===== src/shared/asc_regs.svh =====
// Purpose: register offsets, field positions, reset values and frame counts of the serial control block
// Assumes: 32-bit APB, one aligned word per register
// Notes: included by name only
`ifndef ASC_REGS_SVH
`define ASC_REGS_SVH
// ----------------------------------------
// register byte offsets
// ----------------------------------------
`define ASC_OFF_CTRL_ONE   12'h000
`define ASC_OFF_CTRL_TWO   12'h004
`define ASC_OFF_CTRL_THREE 12'h008
`define ASC_OFF_DATA       12'h00C
`define ASC_OFF_STATUS     12'h010
`define ASC_OFF_BAUD       12'h014
// ----------------------------------------
// reset values
// ----------------------------------------
`define ASC_RST_CTRL_ONE   8'h00
`define ASC_RST_CTRL_TWO   8'h00
`define ASC_RST_BAUD       16'h0040
// ----------------------------------------
// third control register field positions
// ----------------------------------------
`define ASC_C3_RX_NINTH    7
`define ASC_C3_TX_NINTH    6
`define ASC_C3_OVF_EN      3
`define ASC_C3_NOISE_EN    2
`define ASC_C3_STOP_EN     1
`define ASC_C3_PAR_EN      0
// ----------------------------------------
// frame lengths in bit times and the lowest baud divisor
// ----------------------------------------
`define ASC_LEN_SHORT      4'hA
`define ASC_LEN_LONG       4'hB
`define ASC_BAUD_MIN       16'h0002
`endif


===== src/shared/asc_pkg.sv =====
// Purpose: types shared by the serial control block
// Assumes: field layouts of the first two control registers, msb first
// Notes: struct bit order equals register bit order
package asc_pkg;
  typedef struct packed {
    logic loopback_select;
    logic serial_module_on;
    logic tx_polarity_flip;
    logic nine_bit_chars;
    logic rx_resume_select;
    logic idle_count_after_stop;
    logic parity_on;
    logic odd_parity_select;
  } asc_ctrl_one_t;
  typedef struct packed {
    logic tx_empty_irq_on;
    logic tx_done_irq_on;
    logic rx_full_irq_on;
    logic rx_quiet_irq_on;
    logic tx_on;
    logic rx_on;
    logic rx_standby;
    logic break_send;
  } asc_ctrl_two_t;
  typedef struct packed {
    logic tx_buffer_empty_flag;
    logic tx_all_done_flag;
    logic rx_full_flag;
    logic rx_quiet_flag;
    logic rx_overflow_flag;
    logic noise_flag;
    logic stop_bit_bad_flag;
    logic parity_bad_flag;
  } asc_status_t;
  typedef enum logic [2:0] {
    RX_IDLE  = 3'b001,
    RX_START = 3'b010,
    RX_DATA  = 3'b100
  } asc_rx_state_t;
endpackage


===== src/design/asc_serial_ctrl.sv =====
// Purpose: serial interface control logic with APB registers, transmitter and receiver
// Assumes: pins synchronous to pclk; one bit time is baud divisor cycles
// Notes: Function list below
//
// The implementer's own choices: register access over APB and the placing of the registers.
`timescale 1ns/1ps
`include "asc_regs.svh"
module asc_serial_ctrl
  import asc_pkg::*;
(
  // apb clock and reset
  input  wire logic        pclk,
  input  wire logic        presetn,
  // apb slave
  input  wire logic        psel,
  input  wire logic        penable,
  input  wire logic        pwrite,
  input  wire logic [11:0] paddr,
  input  wire logic [31:0] pwdata,
  output logic [31:0]      prdata,
  output logic             pready,
  output logic             pslverr,
  // serial pins
  input  wire logic        serial_in_pin,
  output logic             serial_out_pin,
  // interrupt requests
  output logic             tx_irq,
  output logic             rx_irq,
  output logic             err_irq
);
  // ----------------------------------------
  // helpers
  // ----------------------------------------
  function automatic logic par_of(input logic [8:0] v, input logic odd);
    par_of = (^v) ^ odd;
  endfunction
  function automatic logic mapped(input logic [11:0] a);
    mapped = (a == `ASC_OFF_CTRL_ONE) || (a == `ASC_OFF_CTRL_TWO) || (a == `ASC_OFF_CTRL_THREE) ||
             (a == `ASC_OFF_DATA) || (a == `ASC_OFF_STATUS) || (a == `ASC_OFF_BAUD);
  endfunction
  asc_ctrl_one_t c1_r;
  asc_ctrl_two_t c2_r;
  asc_status_t st_r;
  asc_rx_state_t rx_st_r;
  logic [3:0] c3_en_r;
  logic tx_ninth_r, rx_ninth_r, rx_quiet_armed_r, status_seen_r;
  logic [15:0] baud_r, tx_tmr_r, rx_tmr_r;
  logic [7:0] tx_data_r, rx_data_r;
  logic tx_data_full_r, pre_pend_r, brk_tail_r;
  logic [10:0] tx_sh_r;
  logic [3:0] tx_cnt_r, rx_bits_r, idle_cnt_r;
  logic [9:0] rx_sh_r;
  logic rx_prev_r;
  // ----------------------------------------
  // apb access
  // ----------------------------------------
  logic acc, wr, rd;
  logic [7:0] wb;
  assign acc = psel && penable && pready;
  assign wr = acc && pwrite && mapped(paddr);
  assign rd = acc && !pwrite && mapped(paddr);
  assign wb = pwdata[7:0];
  always_ff @(posedge pclk or negedge presetn) begin
    if (!presetn) begin
      pready <= 1'b0;
      pslverr <= 1'b0;
      prdata <= 32'h00000000;
    end else begin
      pready <= psel && !penable && !pready;
      pslverr <= psel && !penable && !mapped(paddr);
      prdata <= 32'h00000000;
      if (psel && !penable && !pwrite) begin
        case (paddr)
          `ASC_OFF_CTRL_ONE: prdata[7:0] <= c1_r;
          `ASC_OFF_CTRL_TWO: prdata[7:0] <= c2_r;
          `ASC_OFF_CTRL_THREE: prdata[7:0] <= {rx_ninth_r, tx_ninth_r, 2'b00, c3_en_r};
          `ASC_OFF_DATA: prdata[7:0] <= rx_data_r;
          `ASC_OFF_STATUS: prdata[7:0] <= st_r;
          `ASC_OFF_BAUD: prdata[15:0] <= baud_r;
          default: prdata <= 32'h00000000;
        endcase
      end
    end
  end
  // ----------------------------------------
  // baud and transmit timing
  // ----------------------------------------
  logic on, rx_en, tick, tx_load, tx_line;
  logic [3:0] flen;
  logic [10:0] dframe;
  assign on = c1_r.serial_module_on;
  assign rx_en = on && c2_r.rx_on;
  assign tick = on && (tx_tmr_r == 16'h0000);
  assign flen = c1_r.nine_bit_chars ? `ASC_LEN_LONG : `ASC_LEN_SHORT;
  assign tx_load = tick && (tx_cnt_r <= 4'h1);
  assign tx_line = (tx_cnt_r == 4'h0) ? 1'b1 : tx_sh_r[0];
  // data frame: start, data lsb first, msb position, stop
  always_comb begin
    if (c1_r.nine_bit_chars) begin
      dframe = {1'b1, c1_r.parity_on ? par_of({1'b0, tx_data_r}, c1_r.odd_parity_select) : tx_ninth_r,
                tx_data_r, 1'b0};
    end else begin
      dframe = {2'b11, c1_r.parity_on ? par_of({2'b00, tx_data_r[6:0]}, c1_r.odd_parity_select) : tx_data_r[7],
                tx_data_r[6:0], 1'b0};
    end
  end
  always_ff @(posedge pclk or negedge presetn) begin
    if (!presetn) begin
      baud_r <= `ASC_RST_BAUD;
      tx_tmr_r <= 16'h0000;
    end else begin
      if (wr && paddr == `ASC_OFF_BAUD) begin
        baud_r <= (pwdata[15:0] < `ASC_BAUD_MIN) ? `ASC_BAUD_MIN : pwdata[15:0];
      end
      if (!on || tick) begin
        tx_tmr_r <= baud_r - 16'h0001;
      end else begin
        tx_tmr_r <= tx_tmr_r - 16'h0001;
      end
    end
  end
  // ----------------------------------------
  // control registers
  // ----------------------------------------
  logic wake_hit, idle_hit, rx_done, tx_on_rise;
  logic [9:0] new_sh;
  assign tx_on_rise = wr && paddr == `ASC_OFF_CTRL_TWO && wb[3] && !c2_r.tx_on;
  always_ff @(posedge pclk or negedge presetn) begin
    if (!presetn) begin
      c1_r <= `ASC_RST_CTRL_ONE;
      c2_r <= `ASC_RST_CTRL_TWO;
      c3_en_r <= 4'h0;
    end else begin
      if (wr && paddr == `ASC_OFF_CTRL_ONE) begin
        c1_r <= wb;
      end
      if (wr && paddr == `ASC_OFF_CTRL_TWO) begin
        c2_r <= wb;
      end else if (wake_hit) begin
        c2_r.rx_standby <= 1'b0;
      end
      if (wr && paddr == `ASC_OFF_CTRL_THREE) begin
        c3_en_r <= wb[3:0];
      end
    end
  end
  // ninth bits keep their value through reset
  always_ff @(posedge pclk) begin
    if (wr && paddr == `ASC_OFF_CTRL_THREE) begin
      tx_ninth_r <= wb[`ASC_C3_TX_NINTH];
    end
    if (rx_done && (!c2_r.rx_standby || wake_hit) && !st_r.rx_full_flag) begin
      rx_ninth_r <= new_sh[8];
    end
  end
  // ----------------------------------------
  // transmitter
  // ----------------------------------------
  always_ff @(posedge pclk or negedge presetn) begin
    if (!presetn) begin
      tx_sh_r <= 11'h7FF;
      tx_cnt_r <= 4'h0;
      tx_data_r <= 8'h00;
      tx_data_full_r <= 1'b0;
      pre_pend_r <= 1'b0;
      brk_tail_r <= 1'b0;
    end else if (!on) begin
      tx_sh_r <= 11'h7FF;
      tx_cnt_r <= 4'h0;
      tx_data_full_r <= 1'b0;
      pre_pend_r <= 1'b0;
      brk_tail_r <= 1'b0;
    end else begin
      if (wr && paddr == `ASC_OFF_DATA) begin
        tx_data_r <= wb;
        tx_data_full_r <= 1'b1;
      end
      if (tx_on_rise) begin
        pre_pend_r <= 1'b1;
      end
      if (tick && tx_cnt_r > 4'h1) begin
        tx_sh_r <= {1'b1, tx_sh_r[10:1]};
        tx_cnt_r <= tx_cnt_r - 4'h1;
      end else if (tx_load) begin
        if (c2_r.break_send && c2_r.tx_on) begin
          tx_sh_r <= 11'h000;
          tx_cnt_r <= flen;
          brk_tail_r <= 1'b1;
        end else if (brk_tail_r) begin
          tx_sh_r <= 11'h7FF;
          tx_cnt_r <= 4'h1;
          brk_tail_r <= 1'b0;
        end else if (pre_pend_r && c2_r.tx_on) begin
          tx_sh_r <= 11'h7FF;
          tx_cnt_r <= flen;
          pre_pend_r <= tx_on_rise;
        end else if (tx_data_full_r && c2_r.tx_on) begin
          tx_sh_r <= dframe;
          tx_cnt_r <= flen;
          tx_data_full_r <= wr && paddr == `ASC_OFF_DATA;
        end else begin
          tx_cnt_r <= 4'h0;
        end
      end
    end
  end
  always_ff @(posedge pclk or negedge presetn) begin
    if (!presetn) begin
      serial_out_pin <= 1'b1;
    end else begin
      serial_out_pin <= tx_line ^ c1_r.tx_polarity_flip;
    end
  end
  // ----------------------------------------
  // receiver
  // ----------------------------------------
  logic rx_in, rx_sample, noise_hit, msb_mark;
  logic [7:0] rx_byte;
  logic [8:0] par_vec;
  assign rx_in = c1_r.loopback_select ? serial_out_pin : serial_in_pin;
  assign rx_sample = (rx_tmr_r == 16'h0000);
  assign new_sh = {rx_in, rx_sh_r[9:1]};
  assign rx_done = rx_en && rx_st_r == RX_DATA && rx_sample && rx_bits_r == flen - 4'h2;
  assign msb_mark = new_sh[8];
  assign rx_byte = c1_r.nine_bit_chars ? new_sh[7:0] : new_sh[8:1];
  assign par_vec = c1_r.nine_bit_chars ? new_sh[8:0] : {1'b0, new_sh[8:1]};
  assign noise_hit = rx_en && rx_st_r != RX_IDLE && rx_sample && (rx_in != rx_prev_r);
  assign idle_hit = rx_en && rx_sample && rx_in && (idle_cnt_r == flen - 4'h1);
  assign wake_hit = c2_r.rx_standby && (c1_r.rx_resume_select ? (rx_done && msb_mark) : idle_hit);
  always_ff @(posedge pclk or negedge presetn) begin
    if (!presetn) begin
      rx_st_r <= RX_IDLE;
      rx_tmr_r <= 16'h0000;
      rx_bits_r <= 4'h0;
      rx_sh_r <= 10'h000;
      rx_prev_r <= 1'b1;
      idle_cnt_r <= 4'h0;
    end else begin
      rx_prev_r <= rx_in;
      if (!rx_en) begin
        rx_st_r <= RX_IDLE;
        rx_tmr_r <= baud_r - 16'h0001;
        idle_cnt_r <= 4'h0;
      end else begin
        rx_tmr_r <= rx_sample ? baud_r - 16'h0001 : rx_tmr_r - 16'h0001;
        if (idle_hit) begin
          idle_cnt_r <= 4'hF;
        end else if (rx_sample && idle_cnt_r != 4'hF && (rx_st_r == RX_IDLE ||
                     (rx_st_r == RX_DATA && !c1_r.idle_count_after_stop))) begin
          idle_cnt_r <= rx_in ? idle_cnt_r + 4'h1 : 4'h0;
        end
        case (rx_st_r)
          RX_IDLE: begin
            if (rx_prev_r && !rx_in) begin
              rx_st_r <= RX_START;
              rx_tmr_r <= {1'b0, baud_r[15:1]};
              idle_cnt_r <= 4'h0;
            end
          end
          RX_START: begin
            if (rx_sample) begin
              rx_st_r <= rx_in ? RX_IDLE : RX_DATA;
              rx_bits_r <= 4'h0;
            end
          end
          RX_DATA: begin
            if (rx_sample) begin
              rx_sh_r <= new_sh;
              rx_bits_r <= rx_bits_r + 4'h1;
              if (rx_done) begin
                rx_st_r <= RX_IDLE;
              end
            end
          end
          default: rx_st_r <= RX_IDLE;
        endcase
      end
    end
  end
  // ----------------------------------------
  // status flags, hardware set wins over clear
  // ----------------------------------------
  logic deliver, clr_rx, tx_busy;
  assign deliver = rx_done && (!c2_r.rx_standby || wake_hit);
  assign clr_rx = rd && paddr == `ASC_OFF_DATA && status_seen_r;
  assign tx_busy = tx_cnt_r != 4'h0 || pre_pend_r || brk_tail_r || c2_r.break_send || tx_data_full_r;
  always_ff @(posedge pclk or negedge presetn) begin
    if (!presetn) begin
      st_r <= 8'hC0;
      rx_data_r <= 8'h00;
      rx_quiet_armed_r <= 1'b0;
      status_seen_r <= 1'b0;
    end else begin
      if (rd && paddr == `ASC_OFF_STATUS) begin
        status_seen_r <= 1'b1;
      end else if (clr_rx) begin
        status_seen_r <= 1'b0;
      end
      st_r.tx_buffer_empty_flag <= !on || !tx_data_full_r || (tx_load && !tx_busy) ? 1'b1 :
                                   st_r.tx_buffer_empty_flag && !(wr && paddr == `ASC_OFF_DATA);
      if (on && tx_data_full_r) begin
        st_r.tx_buffer_empty_flag <= 1'b0;
      end
      st_r.tx_all_done_flag <= !on || !tx_busy;
      if (clr_rx) begin
        st_r[5:0] <= 6'h00;
      end
      if (deliver) begin
        if (st_r.rx_full_flag && !clr_rx) begin
          st_r.rx_overflow_flag <= 1'b1;
        end else begin
          rx_data_r <= rx_byte;
          st_r.rx_full_flag <= 1'b1;
          st_r.stop_bit_bad_flag <= !new_sh[9];
          st_r.parity_bad_flag <= c1_r.parity_on && par_of(par_vec, c1_r.odd_parity_select);
          rx_quiet_armed_r <= 1'b1;
        end
      end
      if (noise_hit && !c2_r.rx_standby) begin
        st_r.noise_flag <= 1'b1;
      end
      if (idle_hit && !c2_r.rx_standby && rx_quiet_armed_r) begin
        st_r.rx_quiet_flag <= 1'b1;
        rx_quiet_armed_r <= 1'b0;
      end
    end
  end
  // ----------------------------------------
  // request lines
  // ----------------------------------------
  always_ff @(posedge pclk or negedge presetn) begin
    if (!presetn) begin
      tx_irq <= 1'b0;
      rx_irq <= 1'b0;
      err_irq <= 1'b0;
    end else begin
      tx_irq <= on && ((c2_r.tx_empty_irq_on && st_r.tx_buffer_empty_flag) ||
                       (c2_r.tx_done_irq_on && st_r.tx_all_done_flag));
      rx_irq <= on && !c2_r.rx_standby && ((c2_r.rx_full_irq_on && st_r.rx_full_flag) ||
                                           (c2_r.rx_quiet_irq_on && st_r.rx_quiet_flag));
      err_irq <= on && |(c3_en_r & st_r[3:0]);
    end
  end
endmodule


===== config.mk =====
export PLATFORM = sky130hd
export DESIGN_NAME = asc_serial_ctrl
export DESIGN_NICKNAME = d
export VERILOG_FILES = /design/src/shared/asc_pkg.sv /design/src/design/asc_serial_ctrl.sv
export VERILOG_INCLUDE_DIRS = /design/src /design/src/shared
export SDC_FILE = /design/constraint.sdc
export NUM_CORES = 1
export LEC_CHECK = 0
export BUFFER_PORTS_ARGS = -buffer_cell sky130_fd_sc_hd__buf_4
export CAP_MARGIN = 5
export CORE_UTILIZATION = 30
export DETAILED_ROUTE_END_ITERATION = 16
export PLACE_DENSITY = 0.46
export SKIP_LAST_GASP = 1
export SLEW_MARGIN = 40
export SYNTH_ARGS = -nofsm -noshare
export SYNTH_HDL_FRONTEND = slang
export SYNTH_SLANG_ARGS = --single-unit

===== constraint.sdc =====
create_clock -name pclk -period 3.6 [get_ports pclk]
set_clock_uncertainty 0.05 [all_clocks]
set_input_delay 0.18 -clock pclk [delete_from_list [all_inputs] [get_ports pclk]]
set_output_delay 0.18 -clock pclk [all_outputs]
set_load 0.005 [all_outputs]

=== Word level (Yosys, flattened, before mapping) ===
Index checks and enable logic that the tools add are counted.

* Flip-flop bits (word level): 174
* Bits of input ports: 50
* Output and inout bits: 38
* Word-level logic and storage cells: 291

* Add/sub/neg operators: 8
* $lt $le $gt $ge: 3
* Eq/ne operators: 24
* Multiplexer cells: 85
* Bitwise logic cells: 6
* Reduce and logical (&&, ||, !) cells: 114

{| class="wikitable"
|+ Operators with widths
! operator !! count
|-
| 16-bit 2-to-1 mux || 7
|-
| 11-bit 2-to-1 mux || 7
|-
| 1-bit logical AND || 60
|-
| 4-bit 2-to-1 mux || 15
|-
| 8-bit one-hot mux with 6 select lines || 1
|-
| 16-bit by 1-bit subtractor with 16-bit output (second input constant) || 3
|-
| 1-bit 2-to-1 mux || 40
|-
| 16-bit logical NOT || 2
|-
| 9-bit XOR reduction || 3
|-
| 12-bit by 4-bit == test with 1-bit output (second input constant) || 2
|-
| 12-bit by 5-bit == test with 1-bit output (second input constant) || 2
|-
| 3-bit 2-to-1 mux || 6
|-
| 1-bit logical OR || 17
|-
| 16-bit by 2-bit < comparator with 1-bit output (second input constant) || 1
|-
| 8-bit 2-to-1 mux || 2
|-
| 1-bit logical NOT || 14
|-
| 12-bit by 3-bit == test with 1-bit output (second input constant) || 1
|-
| 12-bit logical NOT || 1
|-
| 2-bit nonzero test || 6
|-
| 10-bit 2-to-1 mux || 1
|-
| 2-bit AND reduction || 5
|-
| 9-bit 2-to-1 mux || 1
|-
| 3-bit inequality test (second input constant) || 3
|-
| 3-bit one-hot mux with 3 select lines || 1
|-
| other kinds (27) || 39
|}

=== Longest topological paths before layout ===
* Word-level depth: 17
* Depth in mapped cells: 10
* Mapped depth without buffers: 8

=== Worst setup path before layout ===
No wires, ideal clock.

* Path kind: reg2reg
* From: register rx_tmr_r[0]
* To: register rx_data_r[1]
* Setup time: 125 ps
* Arrival time: 2447 ps
* Required time: 3425 ps
* Setup slack: 978 ps
* Cell stages (with the launch flop): 11
* Buffers on the path: 2
* Clock period less this slack: 2622 ps
* Cells stage by stage: dfrtp_1 -> inv_1 -> ha_1 -> nor4b_1 -> and4_1 -> buf_2 -> nand3_1 -> o211ai_1 -> nand2_2 -> buf_6 -> mux2_4

* Longest elaborated chain between the ends: 9
* Elaborated cells on any way between the ends: 12
* Classes of those cells: 1 x mux; 11 x reduce/logical

{| class="wikitable"
|+ Ends and longest elaborated chain
! element !! line !! RTL
|-
| start, declared || asc_serial_ctrl.sv:47 || <nowiki>logic [15:0] baud_r, tx_tmr_r, rx_tmr_r;</nowiki>
|-
| start signal, assigned || asc_serial_ctrl.sv:242 || <nowiki>rx_tmr_r <= baud_r - 16'h0001;</nowiki>
|-
| start signal, assigned || asc_serial_ctrl.sv:245 || <nowiki>rx_tmr_r <= rx_sample ? baud_r - 16'h0001 : rx_tmr_r - 16'h0001;</nowiki>
|-
| start signal, assigned || asc_serial_ctrl.sv:256 || <nowiki>rx_tmr_r <= {1'b0, baud_r[15:1]};</nowiki>
|-
| 16-bit logical NOT (*) || asc_serial_ctrl.sv:221 || <nowiki>assign rx_sample = (rx_tmr_r == 16'h0000);</nowiki>
|-
| 1-bit logical AND, on equally long branches (2 in a row) || asc_serial_ctrl.sv:228, asc_serial_ctrl.sv:223 ||
|-
| 1-bit logical AND, on equally long branches || asc_serial_ctrl.sv:228, asc_serial_ctrl.sv:229 ||
|-
| 1-bit 2-to-1 mux || asc_serial_ctrl.sv:229 || <nowiki>assign wake_hit = c2_r.rx_standby && (c1_r.rx_resume_select ? (rx_done && msb_mark) : idle_hit);</nowiki>
|-
| 1-bit logical AND || asc_serial_ctrl.sv:229 ||
|-
| 1-bit logical OR || asc_serial_ctrl.sv:284 || <nowiki>assign deliver = rx_done && (!c2_r.rx_standby || wake_hit);</nowiki>
|-
| 1-bit logical AND (*) || asc_serial_ctrl.sv:284 ||
|-
| 2-bit AND reduction (no line) (*) || n/a ||
|-
| end signal, assigned || asc_serial_ctrl.sv:312 || <nowiki>rx_data_r <= rx_byte;</nowiki>
|-
| end, declared || asc_serial_ctrl.sv:48 || <nowiki>logic [7:0] tx_data_r, rx_data_r;</nowiki>
|}

Mark *: on every way between the ends. The rest lies on a longest branch, timed or not.
A chain may end at the register's enable or synchronous reset.

=== Worst setup path after layout ===
Same ends and word-level chain as after synthesis.

==> impl_metrics.csv <==
group,metric,value,unit
routing,wl_per_cell,17.87,um
critical_path,cp.required,3.87,ns
die,die_w,169.4,um
flow_run,max_cap_violations,0,
clock_network,insertion_delay,0.44,ns
timing,fin_crit_sh,0.7490,
finish,antennaDiodeCount,0,
timing,report.final.slew_viol_count,0,
routing,first_pass_iters,5,
clock_network,h-tree-depth,4,
critical_path,start_kind,"flip-flop",
routing,vias_per_cell,4.981,
power_and_ir_drop,combPwrFrac,0.043,
finish,final_cell_mix,"dfrtp_1, buf_4, mux2_2",
global_route,antenna_found_initial,1,
placement,portBuffers,55,
clock_network,clk_pin_slew,0.07,ns
timing,hold_viol,0,
die,core_area,0.02725,mm2
synth,synth_area_leaders,"dfrtp_1, mux2_2, dfstp_2",
synth,ys_seq_elements,157,
die,die-height,169.4,um
timing,min_period,2.696,ns
critical_path,worstSetupEndpointType,"flip-flop",
timing,tightest_slew,0.8127,ns
clock_network,cts_num_sinks,157,
power_and_ir_drop,p_sw_frac,0.2543,
placement,dp_hpwl,16100,um
worst_hold_path,hp-start,"pwdata[7]",
routing,drt_wl_total,22640,um
synth,syn-instance-count,806,
clock_network,cts_tree,"built",
timing,fmax,370.9,MHz
clock_network,cts_setup_buffers,0,
finish,area_growth,18.89,%
clock_network,cts_root_buffer,"clkbuf_16",
power_and_ir_drop,p_int,0.002736,W
timing,setup_viol,0,
power_and_ir_drop,max-vdd-ir-drop,0.3051,mV
power_and_ir_drop,p_leak,4.521,nW
finish,layout_commonest_cell,"dfrtp_1",
synth,yosysWarnings,0,
clock_network,cts_buffers,17,
power_and_ir_drop,powerDensity,367.1,mW/mm2
clock_network,ctsHoldBuffers,16,
synth,synth_area,0.008406,mm2
global_route,grt_pass1_vias,6191,
clock_network,cts_resized,0,
finish,drive_gt1_frac,0.2425,
global_route,grt_pass1_wl,36080,um
synth,synth_edf_count,2,
synth,ys_types,69,
timing,rsz0062_at_grt,"no",
routing,drt_iter0_markers,383,
power_and_ir_drop,seqPwrFrac,0.483,
outcome,outcome,"finished, final reports clean",
timing,relSlewSlack,0.4546,
global_route,grt_use_total,0.1657,
global_route,overflow,0,
synth,syn_avg_cell_area,10.43,um2
routing,ant_nets,0,
critical_path,cp-startpoint,"rx_tmr_r[0]",
critical_path,r2r-start,"rx_tmr_r[0]",
synth,yosys.area.top_type,"dfrtp_1",
routing,vias,6311,
synth,async_flop_share,0.9873,
timing,finalSetupTns,0,ns
timing,holdWs,0.007261,ns
critical_path,critPathCapture,"rx_data_r[1]",
critical_path,worstPathMaxFanout,11,
critical_path,ff2ff_setup_slack,0.90,ns
die,die_area,0.02869,mm2
synth,synth_top_area_share,0.4108,
critical_path,rr_worst_depth,10,
critical_path,cp.arrival,2.96,ns
finish,nets,943,
clock_network,clockBufferDepth,2,
placement,place_congestion,0.7784,
die,pin_count,88,
global_route,grt_max_degree,95,
die,num_rows,60,
synth,ys_seq_area_frac,0.4711,
worst_hold_path,worst_hold_path_type,"in2reg",
power_and_ir_drop,pwr-share-clk,0.474,
synth,synth_ff_type,"dfrtp_1",
critical_path,r2r_end,"rx_data_r[1]",
routing,drc_errors,0,
die,start_util,0.3084,
critical_path,critical_path_class,"reg2reg",
power_and_ir_drop,p_sw,0.0009328,W
==> critical path: stages, from the launching register on <==
cell      delay (ns)
dfrtp_1         0.40
inv_1           0.11
ha_1            0.17
nor4b_1         0.22
buf_4           0.18
and4_1          0.24
nand3_1         0.22
o211ai_1        0.24
buf_4           0.17
nand2_2         0.20
mux2_4          0.36
==> cell usage after synthesis (all sizes together) (12+ instances only) <==
library cell and instances:
dfrtp 138, mux2 73, nor2 56, nand2 49, o21ai 42, xnor2 40, nor3 32, a21oi 30
clkbuf 30, buf 23, a22oi 20, nand3 20, xor2 20, inv 19, dfstp 17, a211oi 16
nor4 16, o22ai 12
==> cell families (layout without fill, tap and decap cells) <==
kind of cell / count (synthesis) / in the layout / synth area share
and+or+nand+nor: 255 / 255 / 0.1634
adders and majority gates: 11 / 11 / 0.01637
muxes: 84 / 84 / 0.1155
other: 1 / 16 / 0.0004461
xor gates and xnor gates: 60 / 60 / 0.06252
AOI/OAI and AO/OA: 166 / 166 / 0.1297
buffers and inverters: 72 / 146 / 0.04093
DFF: 157 / 157 / 0.4711
==> worst min path at each step <==
stage,endpoint,cells past startpoint
4_1_cts,c1_r[7],2
2_1_floorplan,baud_r[0],0
6_report,tx_data_r[7],2
3_5_place_dp,prdata[15],1
5_1_grt,tx_data_r[7],2
3_3_place_gp,prdata[15],1
==> area by class of cell <==
class / count / area (um2)
multi-input cells: 592 / 4163
inverters: 19 / 71.32
flip-flops and latches: 157 / 3960
well taps: 372 / 465.4
repair buffers: 95 / 780.7
fillers: 2792 / 17260
clock buffers: 17 / 425.4
clock inverters: 15 / 127.6
==> sequential cells by signal, indices dropped and copies added (netlist names), 9 cells and up <==
| register | cells |
|---|---|
| prdata | 16 |
| tx_sh_r | 11 |
| baud_r | 16 |
| rx_tmr_r | 16 |
| rx_sh_r | 9 |
| tx_tmr_r | 16 |
==> power by group through the flow <==
stage	Clock, W	Combinational (W)	Sequential [W]
after global placement	0	0.000143	0.00181
after floorplan	0	0.0000541	0.00181
after detailed placement	0	0.000143	0.00181
after CTS	0.00179	0.000158	0.00177
final	0.00174	0.000158	0.00177
after global routing	0.00186	0.000176	0.00177
==> per-layer routing <==
layer  GRT usage  vias up  part of all wire
met5           0        -                 0
met2      0.2619      129              0.46
li1            -     3056                 -
met1      0.2321     3114              0.50
met3     0.03032       12             0.029
met4     0.04309        0            0.0077
==> metrics by stage <==
step	setup slack, ns	power [W]	instances	area (um2)	utilization
after floorplan	0.9776	0.001860	821	8462	-
after global placement	0.9374	0.001949	1218	9244	0.3392
after detailed placement	0.9016	0.001949	1218	9248	0.3393
after CTS	0.8725	0.003722	1266	9961	0.3655
after global routing	0.7267	0.003804	1267	9993	0.3667
final	0.9037	0.003669	1267	9993	0.3667
Power figures use the tool's default switching activity.
